[src/mshbc_defs.vh]
`ifndef MSHBC_DEFS_VH
`define MSHBC_DEFS_VH
// Register byte offsets
`define MSHBC_REG_CTRL      8'h00
`define MSHBC_REG_HOLD_CFG  8'h04
`define MSHBC_REG_STATUS    8'h08
`define MSHBC_REG_BLEND_CFG 8'h0C
// CTRL field positions
`define MSHBC_CTRL_GSTOP    0
`define MSHBC_CTRL_GHOLD    1
`define MSHBC_CTRL_PHOLD0   2
`define MSHBC_CTRL_PHOLD1   3
// Reset values
`define MSHBC_CTRL_RST      32'h00000000
`define MSHBC_HOLD_RST      32'h00000064
`define MSHBC_BLEND_RST     32'h00000000
// Hold ramp tick: one ms at 100 MHz
`define MSHBC_TICK_NS       1000000
`define MSHBC_CLK_NS        10
`define MSHBC_TICK_CYC      (`MSHBC_TICK_NS / `MSHBC_CLK_NS)
// Sequencer command codes
`define MSHBC_CMD_NONE      4'h0
`define MSHBC_CMD_BLEND     4'h1
`define MSHBC_CMD_CHAIN     4'h2
`define MSHBC_CMD_GEAR_GO   4'h3
`define MSHBC_CMD_GEAR_STOP 4'h4
`define MSHBC_CMD_JOG_STOP  4'h5
`define MSHBC_CMD_PSTOP     4'h6
`define MSHBC_CMD_MOVE      4'h7
`endif

[src/mshbc_top.v]
`timescale 1ns/1ns
`include "mshbc_defs.vh"
module mshbc_top #(
    parameter TICK_CYC = `MSHBC_TICK_CYC,
    parameter VW       = 16
)(
    input  wire              clk_sys,
    input  wire              sys_rst,
    input  wire [7:0]        s_axi_awaddr,
    input  wire              s_axi_awvalid,
    output wire              s_axi_awready,
    input  wire [31:0]       s_axi_wdata,
    input  wire [3:0]        s_axi_wstrb,
    input  wire              s_axi_wvalid,
    output wire              s_axi_wready,
    output reg  [1:0]        s_axi_bresp,
    output reg               s_axi_bvalid,
    input  wire              s_axi_bready,
    input  wire [7:0]        s_axi_araddr,
    input  wire              s_axi_arvalid,
    output wire              s_axi_arready,
    output reg  [31:0]       s_axi_rdata,
    output reg  [1:0]        s_axi_rresp,
    output reg               s_axi_rvalid,
    input  wire              s_axi_rready,
    input  wire              global_stop_in,
    input  wire              motion_only_halt,
    input  wire              global_hold_in,
    input  wire [1:0]        per_profile_hold_in,
    input  wire [1:0]        per_profile_halt,
    input  wire [3:0]        cmd_code,
    input  wire              cmd_valid,
    output wire              cmd_ready,
    input  wire              cmd_profile,
    input  wire              cmd_use_var,
    input  wire [3:0]        cmd_target_const,
    input  wire [3:0]        cmd_target_var,
    input  wire [VW-1:0]     cmd_ratio,
    input  wire              cmd_set_on,
    input  wire              prog_done,
    input  wire [15:0]       move_defined,
    input  wire [15:0]       move_synced,
    input  wire [3:0]        cur_move,
    input  wire [1:0]        jog_active,
    output reg               prog_halt_all_ff,
    output reg  [1:0]        prof_halt_ff,
    output reg  [1:0]        prof_hold_ff,
    output reg  [1:0]        prof_stop_pulse_ff,
    output reg  [1:0]        jog_stop_pulse_ff,
    output reg  [1:0]        gear_on_ff,
    output reg  [VW-1:0]     gear_ratio_ff,
    output reg               blend_go_ff,
    output reg               chain_go_ff,
    output reg  [3:0]        next_move_ff,
    output reg               next_decel_own_ff,
    output reg  [7:0]        time_scale_ff
);
////////////////////////////////////////////////////////////////////////////
// Input synchronisers for assignment pins
reg [6:0] sync1_ff;
reg [6:0] sync2_ff;
always @(posedge clk_sys or posedge sys_rst)
begin
    if (sys_rst)
    begin
        sync1_ff <= 7'h00;
        sync2_ff <= 7'h00;
    end
    else
    begin
        sync1_ff <= {per_profile_halt, per_profile_hold_in,
                     global_hold_in, motion_only_halt, global_stop_in};
        sync2_ff <= sync1_ff;
    end
end
wire       pin_gstop = sync2_ff[0];
wire       pin_mstop = sync2_ff[1];
wire       pin_ghold = sync2_ff[2];
wire [1:0] pin_phold = sync2_ff[4:3];
wire [1:0] pin_phalt = sync2_ff[6:5];
////////////////////////////////////////////////////////////////////////////
// AXI4-Lite slave
reg  [31:0] ctrl_ff;
reg  [31:0] hold_cfg_ff;
reg  [31:0] blend_cfg_ff;
reg         aw_got_ff;
reg         w_got_ff;
reg  [7:0]  awaddr_ff;
reg  [31:0] wdata_ff;
reg  [3:0]  wstrb_ff;
wire [31:0] status_w;
assign s_axi_awready = !aw_got_ff && !s_axi_bvalid;
assign s_axi_wready  = !w_got_ff && !s_axi_bvalid;
assign s_axi_arready = !s_axi_rvalid;
wire do_wr = aw_got_ff && w_got_ff && !s_axi_bvalid;
wire wr_ctrl = do_wr && awaddr_ff == `MSHBC_REG_CTRL;
wire prog_gstop_set;
wire prog_hold_wr;
function [31:0] merge;
    input [31:0] old;
    input [31:0] nw;
    input [3:0]  st;
    integer k;
    begin
        merge = old;
        for (k = 0; k < 4; k = k + 1)
            if (st[k])
                merge[k*8 +: 8] = nw[k*8 +: 8];
    end
endfunction
always @(posedge clk_sys or posedge sys_rst)
begin
    if (sys_rst)
    begin
        aw_got_ff    <= 1'b0;
        w_got_ff     <= 1'b0;
        awaddr_ff    <= 8'h00;
        wdata_ff     <= 32'h00000000;
        wstrb_ff     <= 4'h0;
        s_axi_bvalid <= 1'b0;
        s_axi_bresp  <= 2'b00;
        ctrl_ff      <= `MSHBC_CTRL_RST;
        hold_cfg_ff  <= `MSHBC_HOLD_RST;
        blend_cfg_ff <= `MSHBC_BLEND_RST;
    end
    else
    begin
        if (s_axi_awvalid && s_axi_awready)
        begin
            aw_got_ff <= 1'b1;
            awaddr_ff <= s_axi_awaddr;
        end
        if (s_axi_wvalid && s_axi_wready)
        begin
            w_got_ff <= 1'b1;
            wdata_ff <= s_axi_wdata;
            wstrb_ff <= s_axi_wstrb;
        end
        if (do_wr)
        begin
            aw_got_ff    <= 1'b0;
            w_got_ff     <= 1'b0;
            s_axi_bvalid <= 1'b1;
            s_axi_bresp  <= 2'b00;
            case (awaddr_ff)
            `MSHBC_REG_CTRL:
                ctrl_ff <= merge(ctrl_ff, wdata_ff, wstrb_ff);
            `MSHBC_REG_HOLD_CFG:
                hold_cfg_ff <= merge(hold_cfg_ff, wdata_ff, wstrb_ff);
            `MSHBC_REG_BLEND_CFG:
                blend_cfg_ff <= merge(blend_cfg_ff, wdata_ff, wstrb_ff);
            `MSHBC_REG_STATUS:
                s_axi_bresp <= 2'b00;
            default:
                s_axi_bresp <= 2'b10;
            endcase
        end
        else if (s_axi_bvalid && s_axi_bready)
            s_axi_bvalid <= 1'b0;
        // Program writes share CTRL; set wins over a bus clear
        if (prog_gstop_set)
            ctrl_ff[`MSHBC_CTRL_GSTOP] <= 1'b1;
        if (prog_hold_wr)
        begin
            case ({cmd_profile, cmd_target_const[0]})
            2'b00, 2'b01:
                if (cmd_target_const[1])
                    ctrl_ff[`MSHBC_CTRL_GHOLD] <= cmd_set_on;
                else
                    ctrl_ff[`MSHBC_CTRL_PHOLD0] <= cmd_set_on;
            default:
                ctrl_ff[`MSHBC_CTRL_PHOLD1] <= cmd_set_on;
            endcase
        end
    end
end
always @(posedge clk_sys or posedge sys_rst)
begin
    if (sys_rst)
    begin
        s_axi_rvalid <= 1'b0;
        s_axi_rdata  <= 32'h00000000;
        s_axi_rresp  <= 2'b00;
    end
    else if (s_axi_arvalid && s_axi_arready)
    begin
        s_axi_rvalid <= 1'b1;
        s_axi_rresp  <= 2'b00;
        case (s_axi_araddr)
        `MSHBC_REG_CTRL:      s_axi_rdata <= ctrl_ff;
        `MSHBC_REG_HOLD_CFG:  s_axi_rdata <= hold_cfg_ff;
        `MSHBC_REG_STATUS:    s_axi_rdata <= status_w;
        `MSHBC_REG_BLEND_CFG: s_axi_rdata <= blend_cfg_ff;
        default:
        begin
            s_axi_rdata <= 32'h00000000;
            s_axi_rresp <= 2'b10;
        end
        endcase
    end
    else if (s_axi_rvalid && s_axi_rready)
        s_axi_rvalid <= 1'b0;
end
////////////////////////////////////////////////////////////////////////////
// Effective stop and hold per profile
wire       g_stop = pin_gstop | ctrl_ff[`MSHBC_CTRL_GSTOP];
wire       g_hold = pin_ghold | ctrl_ff[`MSHBC_CTRL_GHOLD];
wire [1:0] p_hold = pin_phold |
                    {ctrl_ff[`MSHBC_CTRL_PHOLD1], ctrl_ff[`MSHBC_CTRL_PHOLD0]};
wire [1:0] eff_halt = {2{g_stop | pin_mstop}} | pin_phalt;
wire [1:0] eff_hold = {2{g_hold}} | p_hold;
////////////////////////////////////////////////////////////////////////////
// Hold ramp: time scale 255 = full rate, 0 = frozen
reg  [31:0] tick_cnt_ff;
reg  [15:0] ramp_cnt_ff;
wire        tick = tick_cnt_ff == TICK_CYC - 1;
wire [15:0] ramp_ms = hold_cfg_ff[15:0];
wire        any_hold = |eff_hold;
always @(posedge clk_sys or posedge sys_rst)
begin
    if (sys_rst)
    begin
        tick_cnt_ff   <= 32'h00000000;
        ramp_cnt_ff   <= 16'h0000;
        time_scale_ff <= 8'hFF;
    end
    else
    begin
        tick_cnt_ff <= tick ? 32'h00000000 : tick_cnt_ff + 32'h00000001;
        if (tick)
        begin
            // Same count both ways keeps time and distance symmetric
            if (any_hold && ramp_cnt_ff < ramp_ms)
                ramp_cnt_ff <= ramp_cnt_ff + 16'h0001;
            else if (!any_hold && ramp_cnt_ff != 16'h0000)
                ramp_cnt_ff <= ramp_cnt_ff - 16'h0001;
        end
        if (ramp_ms == 16'h0000 || ramp_cnt_ff >= ramp_ms)
            time_scale_ff <= any_hold ? 8'h00 : 8'hFF;
        else
            time_scale_ff <= 8'hFF - ramp_scale(ramp_cnt_ff, ramp_ms);
    end
end
function [7:0] ramp_scale;
    input [15:0] c;
    input [15:0] m;
    reg   [23:0] p;
    begin
        p = {c, 8'h00} / {8'h00, m};
        ramp_scale = p[7:0];
    end
endfunction
////////////////////////////////////////////////////////////////////////////
// Sequencer command handling
wire [3:0] tgt = cmd_use_var ? cmd_target_var : cmd_target_const;
wire       gear_busy = gear_on_ff[cmd_profile];
wire       is_motion = cmd_code == `MSHBC_CMD_BLEND ||
                       cmd_code == `MSHBC_CMD_CHAIN ||
                       cmd_code == `MSHBC_CMD_MOVE  ||
                       cmd_code == `MSHBC_CMD_GEAR_GO;
// Gear start on busy gear stalls until a stop or program end clears that gear; motion waits on hold or stop
assign cmd_ready = !g_stop &&
    !(cmd_code == `MSHBC_CMD_GEAR_GO && gear_busy) &&
    !(is_motion && (eff_hold[cmd_profile] | eff_halt[cmd_profile]));
wire take = cmd_valid && cmd_ready;
assign prog_gstop_set = take && cmd_code == 4'h8 && cmd_set_on;
assign prog_hold_wr   = take && cmd_code == 4'h9;
wire tgt_ok = move_defined[tgt] &&
              move_synced[tgt] == move_synced[cur_move];
assign status_w = {8'h00, time_scale_ff, 4'h0, eff_hold, eff_halt,
                   gear_on_ff, jog_active, g_stop, g_hold,
                   next_decel_own_ff, prog_halt_all_ff};
always @(posedge clk_sys or posedge sys_rst)
begin
    if (sys_rst)
    begin
        prog_halt_all_ff   <= 1'b0;
        prof_halt_ff       <= 2'b00;
        prof_hold_ff       <= 2'b00;
        prof_stop_pulse_ff <= 2'b00;
        jog_stop_pulse_ff  <= 2'b00;
        gear_on_ff         <= 2'b00;
        gear_ratio_ff      <= {VW{1'b0}};
        blend_go_ff        <= 1'b0;
        chain_go_ff        <= 1'b0;
        next_move_ff       <= 4'h0;
        next_decel_own_ff  <= 1'b0;
    end
    else
    begin
        prog_halt_all_ff   <= g_stop;
        prof_halt_ff       <= eff_halt;
        prof_hold_ff       <= eff_hold;
        prof_stop_pulse_ff <= 2'b00;
        jog_stop_pulse_ff  <= 2'b00;
        blend_go_ff        <= 1'b0;
        chain_go_ff        <= 1'b0;
        // Gearing ignores hold but not stop
        gear_on_ff <= gear_on_ff & ~eff_halt;
        if (take)
        begin
            case (cmd_code)
            `MSHBC_CMD_BLEND:
            begin
                next_move_ff      <= tgt;
                blend_go_ff       <= tgt_ok;
                chain_go_ff       <= !tgt_ok;
                next_decel_own_ff <= tgt_ok;
            end
            `MSHBC_CMD_CHAIN:
            begin
                next_move_ff      <= tgt;
                chain_go_ff       <= 1'b1;
                next_decel_own_ff <= 1'b0;
            end
            `MSHBC_CMD_GEAR_GO:
            begin
                gear_on_ff[cmd_profile] <= 1'b1;
                gear_ratio_ff           <= cmd_ratio;
            end
            `MSHBC_CMD_GEAR_STOP:
                gear_on_ff[cmd_profile] <= 1'b0;
            `MSHBC_CMD_JOG_STOP:
                jog_stop_pulse_ff[cmd_profile] <=
                    jog_active[cmd_profile];
            `MSHBC_CMD_PSTOP:
                prof_stop_pulse_ff[cmd_profile] <= 1'b1;
            default:
                next_move_ff <= next_move_ff;
            endcase
        end
        // Program end wins over a gear start, so a gear start taken in the same cycle is lost
        if (prog_done)
            gear_on_ff <= 2'b00;
    end
end
endmodule // mshbc_top

[config.mk]
export PLATFORM = sky130hd
export DESIGN_NAME = mshbc_top
export DESIGN_NICKNAME = d
export VERILOG_FILES = /design/src/mshbc_top.v
export VERILOG_INCLUDE_DIRS = /design/src
export SDC_FILE = /design/constraint.sdc
export NUM_CORES = 1
export LEC_CHECK = 0
export BUFFER_PORTS_ARGS = -buffer_cell sky130_fd_sc_hd__buf_2
export CAP_MARGIN = 10
export CELL_PAD_IN_SITES_DETAIL_PLACEMENT = 0
export CELL_PAD_IN_SITES_GLOBAL_PLACEMENT = 2
export CORE_UTILIZATION = 39
export DETAILED_ROUTE_END_ITERATION = 8
export PLACE_DENSITY = 0.87
export SLEW_MARGIN = 20
export SYNTH_ARGS = -nofsm -noshare
export SYNTH_HDL_FRONTEND = slang
export SYNTH_SLANG_ARGS = --single-unit
[constraint.sdc]
create_clock -name clk_sys -period 71.1 [get_ports clk_sys]
set_input_delay 10.665 -clock clk_sys [delete_from_list [all_inputs] [get_ports clk_sys]]
set_output_delay 10.665 -clock clk_sys [all_outputs]
set_load 0.05 [all_outputs]
* Word level (Yosys, flattened, before mapping) *
Index checks and enable logic that the tools add are counted.

word-level totals
  memory bits (read-only) = 0
  bits in registers = 284
  latch bits = 0
  memories kept = 0
  RAM bits = 0
  word-level logic and storage cells = 206
  output and inout port bits = 84

operators by class
  eq/ne operators = 18
  reductions and logical operators = 70
  multiplexer cells = 54
  div/mod/pow operators = 1
  shifts and indexed selects = 0
  add/subtract/negate cells = 4
  $lt $le $gt $ge = 6
  $mul = 0
  bitwise operators = 13

operators by type and width
  cell                                                                   number
  32-bit one-hot mux with 4 select lines                                 1
  3-bit AND reduction                                                    13
  32-bit by 1-bit adder with 32-bit output (second input constant)       1
  32-bit by 17-bit == test with 1-bit output (second input constant)     1
  8-bit by 4-bit == test with 1-bit output (second input constant)       4
  16-bit 2-to-1 mux                                                      2
  32-bit 2-to-1 mux                                                      1
  1-bit 2-to-1 mux                                                       27
  24-bit by 16-bit divider with 24-bit output                            1
  1-bit logical AND                                                      21
  2-bit 2-to-1 mux                                                       9
  2-bit nonzero test                                                     9
  16-bit by 1-bit adder with 16-bit output (second input constant)       1
  4-bit by 3-bit == test with 1-bit output (second input constant)       4
  8-bit by 3-bit == test with 1-bit output (second input constant)       2
  16-bit >= comparator                                                   1
  16-bit zero test                                                       1
  8-bit zero test                                                        2
  16-bit less-than comparator                                            1
  4-bit 2-to-1 mux                                                       4
  8-bit 2-to-1 mux                                                       2
  16-bit nonzero test                                                    1
  16-bit by 1-bit subtractor with 16-bit output (second input constant)  1
  1-bit binary-select mux with 4-bit select                              3
  23 further kinds                                                       53

* Logic depth before layout (Yosys ltp) *
  depth in word-level cells = 14
  depth in mapped cells = 255
  mapped depth without buffers = 239

* Worst setup path after synthesis *
OpenSTA, ideal clock, no wires.

  path type = reg-to-reg
  start point = reg hold_cfg_ff[0]
  end point = reg time_scale_ff[0]
  period minus slack after synthesis = 51.279 ns
  required time = 71.003 ns
  setup time = 0.097 ns
  cell stages (with the launch flop) = 235
  path slack = 19.821 ns
  data arrival time = 51.182 ns
  cell sequence = dfrtp_1 > clkbuf_1 > buf_2 > inv_1 > clkbuf_1 > ha_1 > a21oi_1 > ha_1 > or4b_2 > o211ai_1 > o31ai_1 > ha_1 > a21oi_1 > nand2_1 > and3_1 > nor3_1 > nand2b_1 > ha_1 > [... 199 more ...] > nand2b_1 > nor4_2 > nor2_1 > or4_4 > buf_6 > mux2_4 > ha_1 > a21o_1 > a21oi_1 > nor2b_1 > o21ai_0 > nand2b_1 > a21oi_1 > nor2b_1 > o21ai_0 > or4b_1 > a221o_1 > o41ai_2

on the way
  cells in the longest elaborated chain, start to end = 3
  elaborated cells between the ends (all ways) = 6

ends and longest elaborated chain
  item                                                                       line                              text
  start, declared                                                            mshbc_top.v:84                    reg [31:0] hold_cfg_ff;
  start signal, assigned                                                     mshbc_top.v:123                   hold_cfg_ff <= `MSHBC_HOLD_RST;
  start signal, assigned                                                     mshbc_top.v:149                   hold_cfg_ff <= merge(hold_cfg_ff, wdata_ff, wstrb_ff);
  24-bit by 16-bit divider with 24-bit output, or another cell as far along  mshbc_top.v:249                   p = {c, 8'h00} / {8'h00, m};
  8-bit subtractor / 1-bit logical OR (equally long branches)                mshbc_top.v:241, mshbc_top.v:238
  8-bit 2-to-1 mux *                                                         mshbc_top.v:238                   if (ramp_ms == 16'h0000 || ramp_cnt_ff >= ramp_ms)
  end signal, assigned                                                       mshbc_top.v:239                   time_scale_ff <= any_hold ? 8'h00 : 8'hFF;
  end signal, assigned                                                       mshbc_top.v:241                   time_scale_ff <= 8'hFF - ramp_scale(ramp_cnt_ff, ramp_ms);
  end, declared                                                              mshbc_top.v:56                    output reg [7:0] time_scale_ff

Every way passes the cells marked *; elsewhere a longest branch is shown, timed or not.
A chain may end at the register's enable or synchronous reset.

* Final worst setup path *
  start point = reg hold_cfg_ff[15]
  end point = reg time_scale_ff[0]

The elaborated chain is that of the path after synthesis.

==> metrics.md <==
| Metric | Value |
|---|---|
| First-pass GRT wire length | 143,000 um |
| Reg2reg setup slack | 12.82 ns |
| Final worst slack | around 13 ns |
| First DRT Iteration DRCs | 1,696 |
| Prevailing post-synth register cell | dfrtp_1 |
| Sequential area share after synthesis | 0.253 |
| Clk_lat worst skew | roughly 0.56 ns |
| Reg2Reg Depth | 215 |
| # hold bufs at CTS | 0 |
| Mean routed wirelength per cell | 21.2 um |
| Core Rows | between 90 and 100 |
| Fin cells | 4,304 |
| Tcrit/Tclk final | 0.820 |
| Synthesized flop and latch total | roughly 280 |
| Post-Route WL | 91,300 um |
| Post-route DRC | 0 |
| Syn Area/Cell | between 8 and 9 um^2 |
| Beginning of the worst hold path | sync1_ff[4] |
| Tmin final | 58.28 ns |
| RSZ-0062 raised after global routing | no |
| Clk root buf | clkbuf_16 |
| Area of the core | between 0.07 and 0.08 mm^2 |
| Post-synth EDFFs | 0 |
| First-pass iteration count of the detailed router | 6 |
| Slew headroom | 0.285 |
| CTS max path bufs | 3 |
| Final setup fails | 0 |
| Critical Path Slowest Stage Cell | a21oi_1 |
| Min-Delay Endpoint | sync2_ff[4] |
| Synth area leaders | dfrtp_1 (24%), ha_1 (13%), mux2_2 (8.9%) |
| Worst Hold Path Cells | 0 |
| Placer Congestion | slightly above 0.9 |
| Slew Viols, Final | 0 |
| RR Startpoint | hold_cfg_ff[15] |
| Asr flop ratio synth | 1.00 |
| Via count | roughly 25,000 |
| Initial antenna violation count | 1 |
| Crit path max fanout | 27 |
| CP endpoint kind | flip-flop |
| Worst EP arrival | 58.74 ns |
| CTS tree | yes |
| Largest net degree at the start of global routing | 139 |
| H-tree depth | 1 |
| Detail Route Antenna Nets | 0 |
| Worst Hold Class | flip-flop to flip-flop |
| Outcome | completed |
| Syn Inst Count | 3,143 |
| Post-cts resize count | 0 |
| Most numerous cell in the Yosys netlist | ha_1 |
| Share of the synthesized area in the top cell type | 0.243 |
| Routed vias/inst | 5.92 |
| Post-CTS Setup Bufs | 0 |
| Chip width | around 270 um |
| Gr usage total | 0.244 |
| Most common cell on crit path | o21a_1 |
| Layout Nets | 3,765 |
| Maximum clock rate | 17.2 MHz |
| Mapped Area | 0.0279 mm^2 |
| Reg-to-Reg End | time_scale_ff[0] |
| Worst slew pin tran | around 1.1 ns |
| Port bufs | roughly 220 |
| CTS buffer count | 30 |
| Clock-pin slew on the worst setup and hold paths | 0.06 ns |
| Critical path class | flip-flop to flip-flop |
| Synth top cells by count | ha_1 (287), dfrtp_1 (271), nor2_1 (251) |
| Setup_tns | 0 ns |
| Vias in the first global route | 25,200 |
| Worst hold slack | between 0.3 and 0.4 ns |
| Pre-CTS setup slack | ~14 ns |
| Die Y | 270 um |
| Placed Cells | 4,247 |
| Crit start category | flip-flop |
| Final Hold Viols | 0 |
| # fillers | 6,891 |
| Distinct cell type count after synthesis | 113 |
| Num ports | 221 |
| Max Cap Viol | 0 |
| Clock sink count | approximately 280 |
| Initial Util | 0.396 |
| Reg area | roughly 0.0071 mm^2 |
| Synth area leader | dfrtp_1 |
| Crit-path max cell delay | 0.83 ns |
| Critical Path RT | 71.56 ns |
| Yosys Warn Count | 0 |
| Skew final | 0.0118 ns |
| Die area | 0.0726 mm^2 |
| Multi-input gate area | 0.0201 mm^2 |
| CP startpoint | hold_cfg_ff[15] |
| Grt ovf | 0 |
| Share of cells above drive strength 1 | 0.196 |
| Post-DP HPWL | 69,800 um |
| Syn-to-layout area delta | 11.4% |
-- per-stage QoR --
stage	instance area [um^2]	utilization
final	31100	0.442
after global routing	31100	0.442
after CTS	31100	0.442
after detailed placement	30100	0.428
after global placement	30100	0.428
after floorplan	27900	-
-- flip-flops by register name, indices dropped and copies added (netlist names), 8 cells and up --
name           count
ctrl_ff           32
gear_ratio_ff     16
ramp_cnt_ff       16
blend_cfg_ff      32
time_scale_ff      8
wdata_ff          32
awaddr_ff          8
s_axi_rdata       32
tick_cnt_ff       32
hold_cfg_ff       32
-- kinds of logic (layout without fill, tap and decap cells) --
group,after synthesis,in the layout,synth area share
compound gates,911,911,0.221
buf+inv,188,407,0.0269
mux,298,298,0.130
xor+xnor,196,196,0.0615
fa+ha+maj,289,289,0.130
simple gates,978,978,0.177
flops,282,282,0.253
other cells,1,3,0.000134
-- cell type report --
cell class              instances  area share
multi-input cells            2674       0.647
clock inverters                14     0.00463
inverters                      96      0.0118
flip-flops and latches        282       0.227
diodes                          1   0.0000805
clock buffers                  42      0.0275
repair buffers                255      0.0440
well taps                     940      0.0378
-- worst max-delay path by stage --
stage                       endpoint  cells past startpoint
global route        time_scale_ff[0]                    220
finish              time_scale_ff[0]                    215
CTS                 time_scale_ff[0]                    215
global placement    time_scale_ff[0]                    219
detailed placement  time_scale_ff[0]                    215
floorplan           time_scale_ff[0]                    234
-- metal layers --
layer / GRT usage / routed length (um) / vias up / part of all wire
li1: - / - / 12200 / -
met1: 0.329 / 41900 / 12500 / 0.46
met3: 0.0223 / 4100 / 106 / 0.045
met2: 0.425 / 43400 / 678 / 0.48
met4: 0.0489 / 1830 / 0 / 0.020
met5: 0 / 0 / - / 0
-- cell usage in the layout (no fill, tap or decap), drive strengths merged, types with 26 or more instances in the layout --
cell / n
a211oi: 47
a21o: 87
a21oi: 215
a22o: 35
a31oi: 28
and3: 26
buf: 255
clkbuf: 42
dfrtp: 271
ha: 287
inv: 96
mux2: 231
mux2i: 41
mux4: 26
nand2: 235
nand2b: 46
nand3: 85
nand4: 45
nor2: 253
nor2b: 31
nor3: 95
nor4: 32
o211ai: 31
o21a: 74
o21ai: 195
o21bai: 26
o31ai: 33
or3: 37
xnor2: 124
xor2: 72
-- worst max-delay path, delay by kind of cell, from the launching register on --
| family | cells | cell delay, ns |
|---|---|---|
| flops | 1 | 0.54 |
| simple gates | 51 | 13.27 |
| buf+inv | 5 | 1.05 |
| compound gates | 125 | 31.59 |
| mux | 10 | 3.84 |
| fa+ha+maj | 24 | 7.74 |
Power is left out: the tool's default activity adds up to more than one toggle a clock period on the data nets, which glitch-free logic cannot reach.
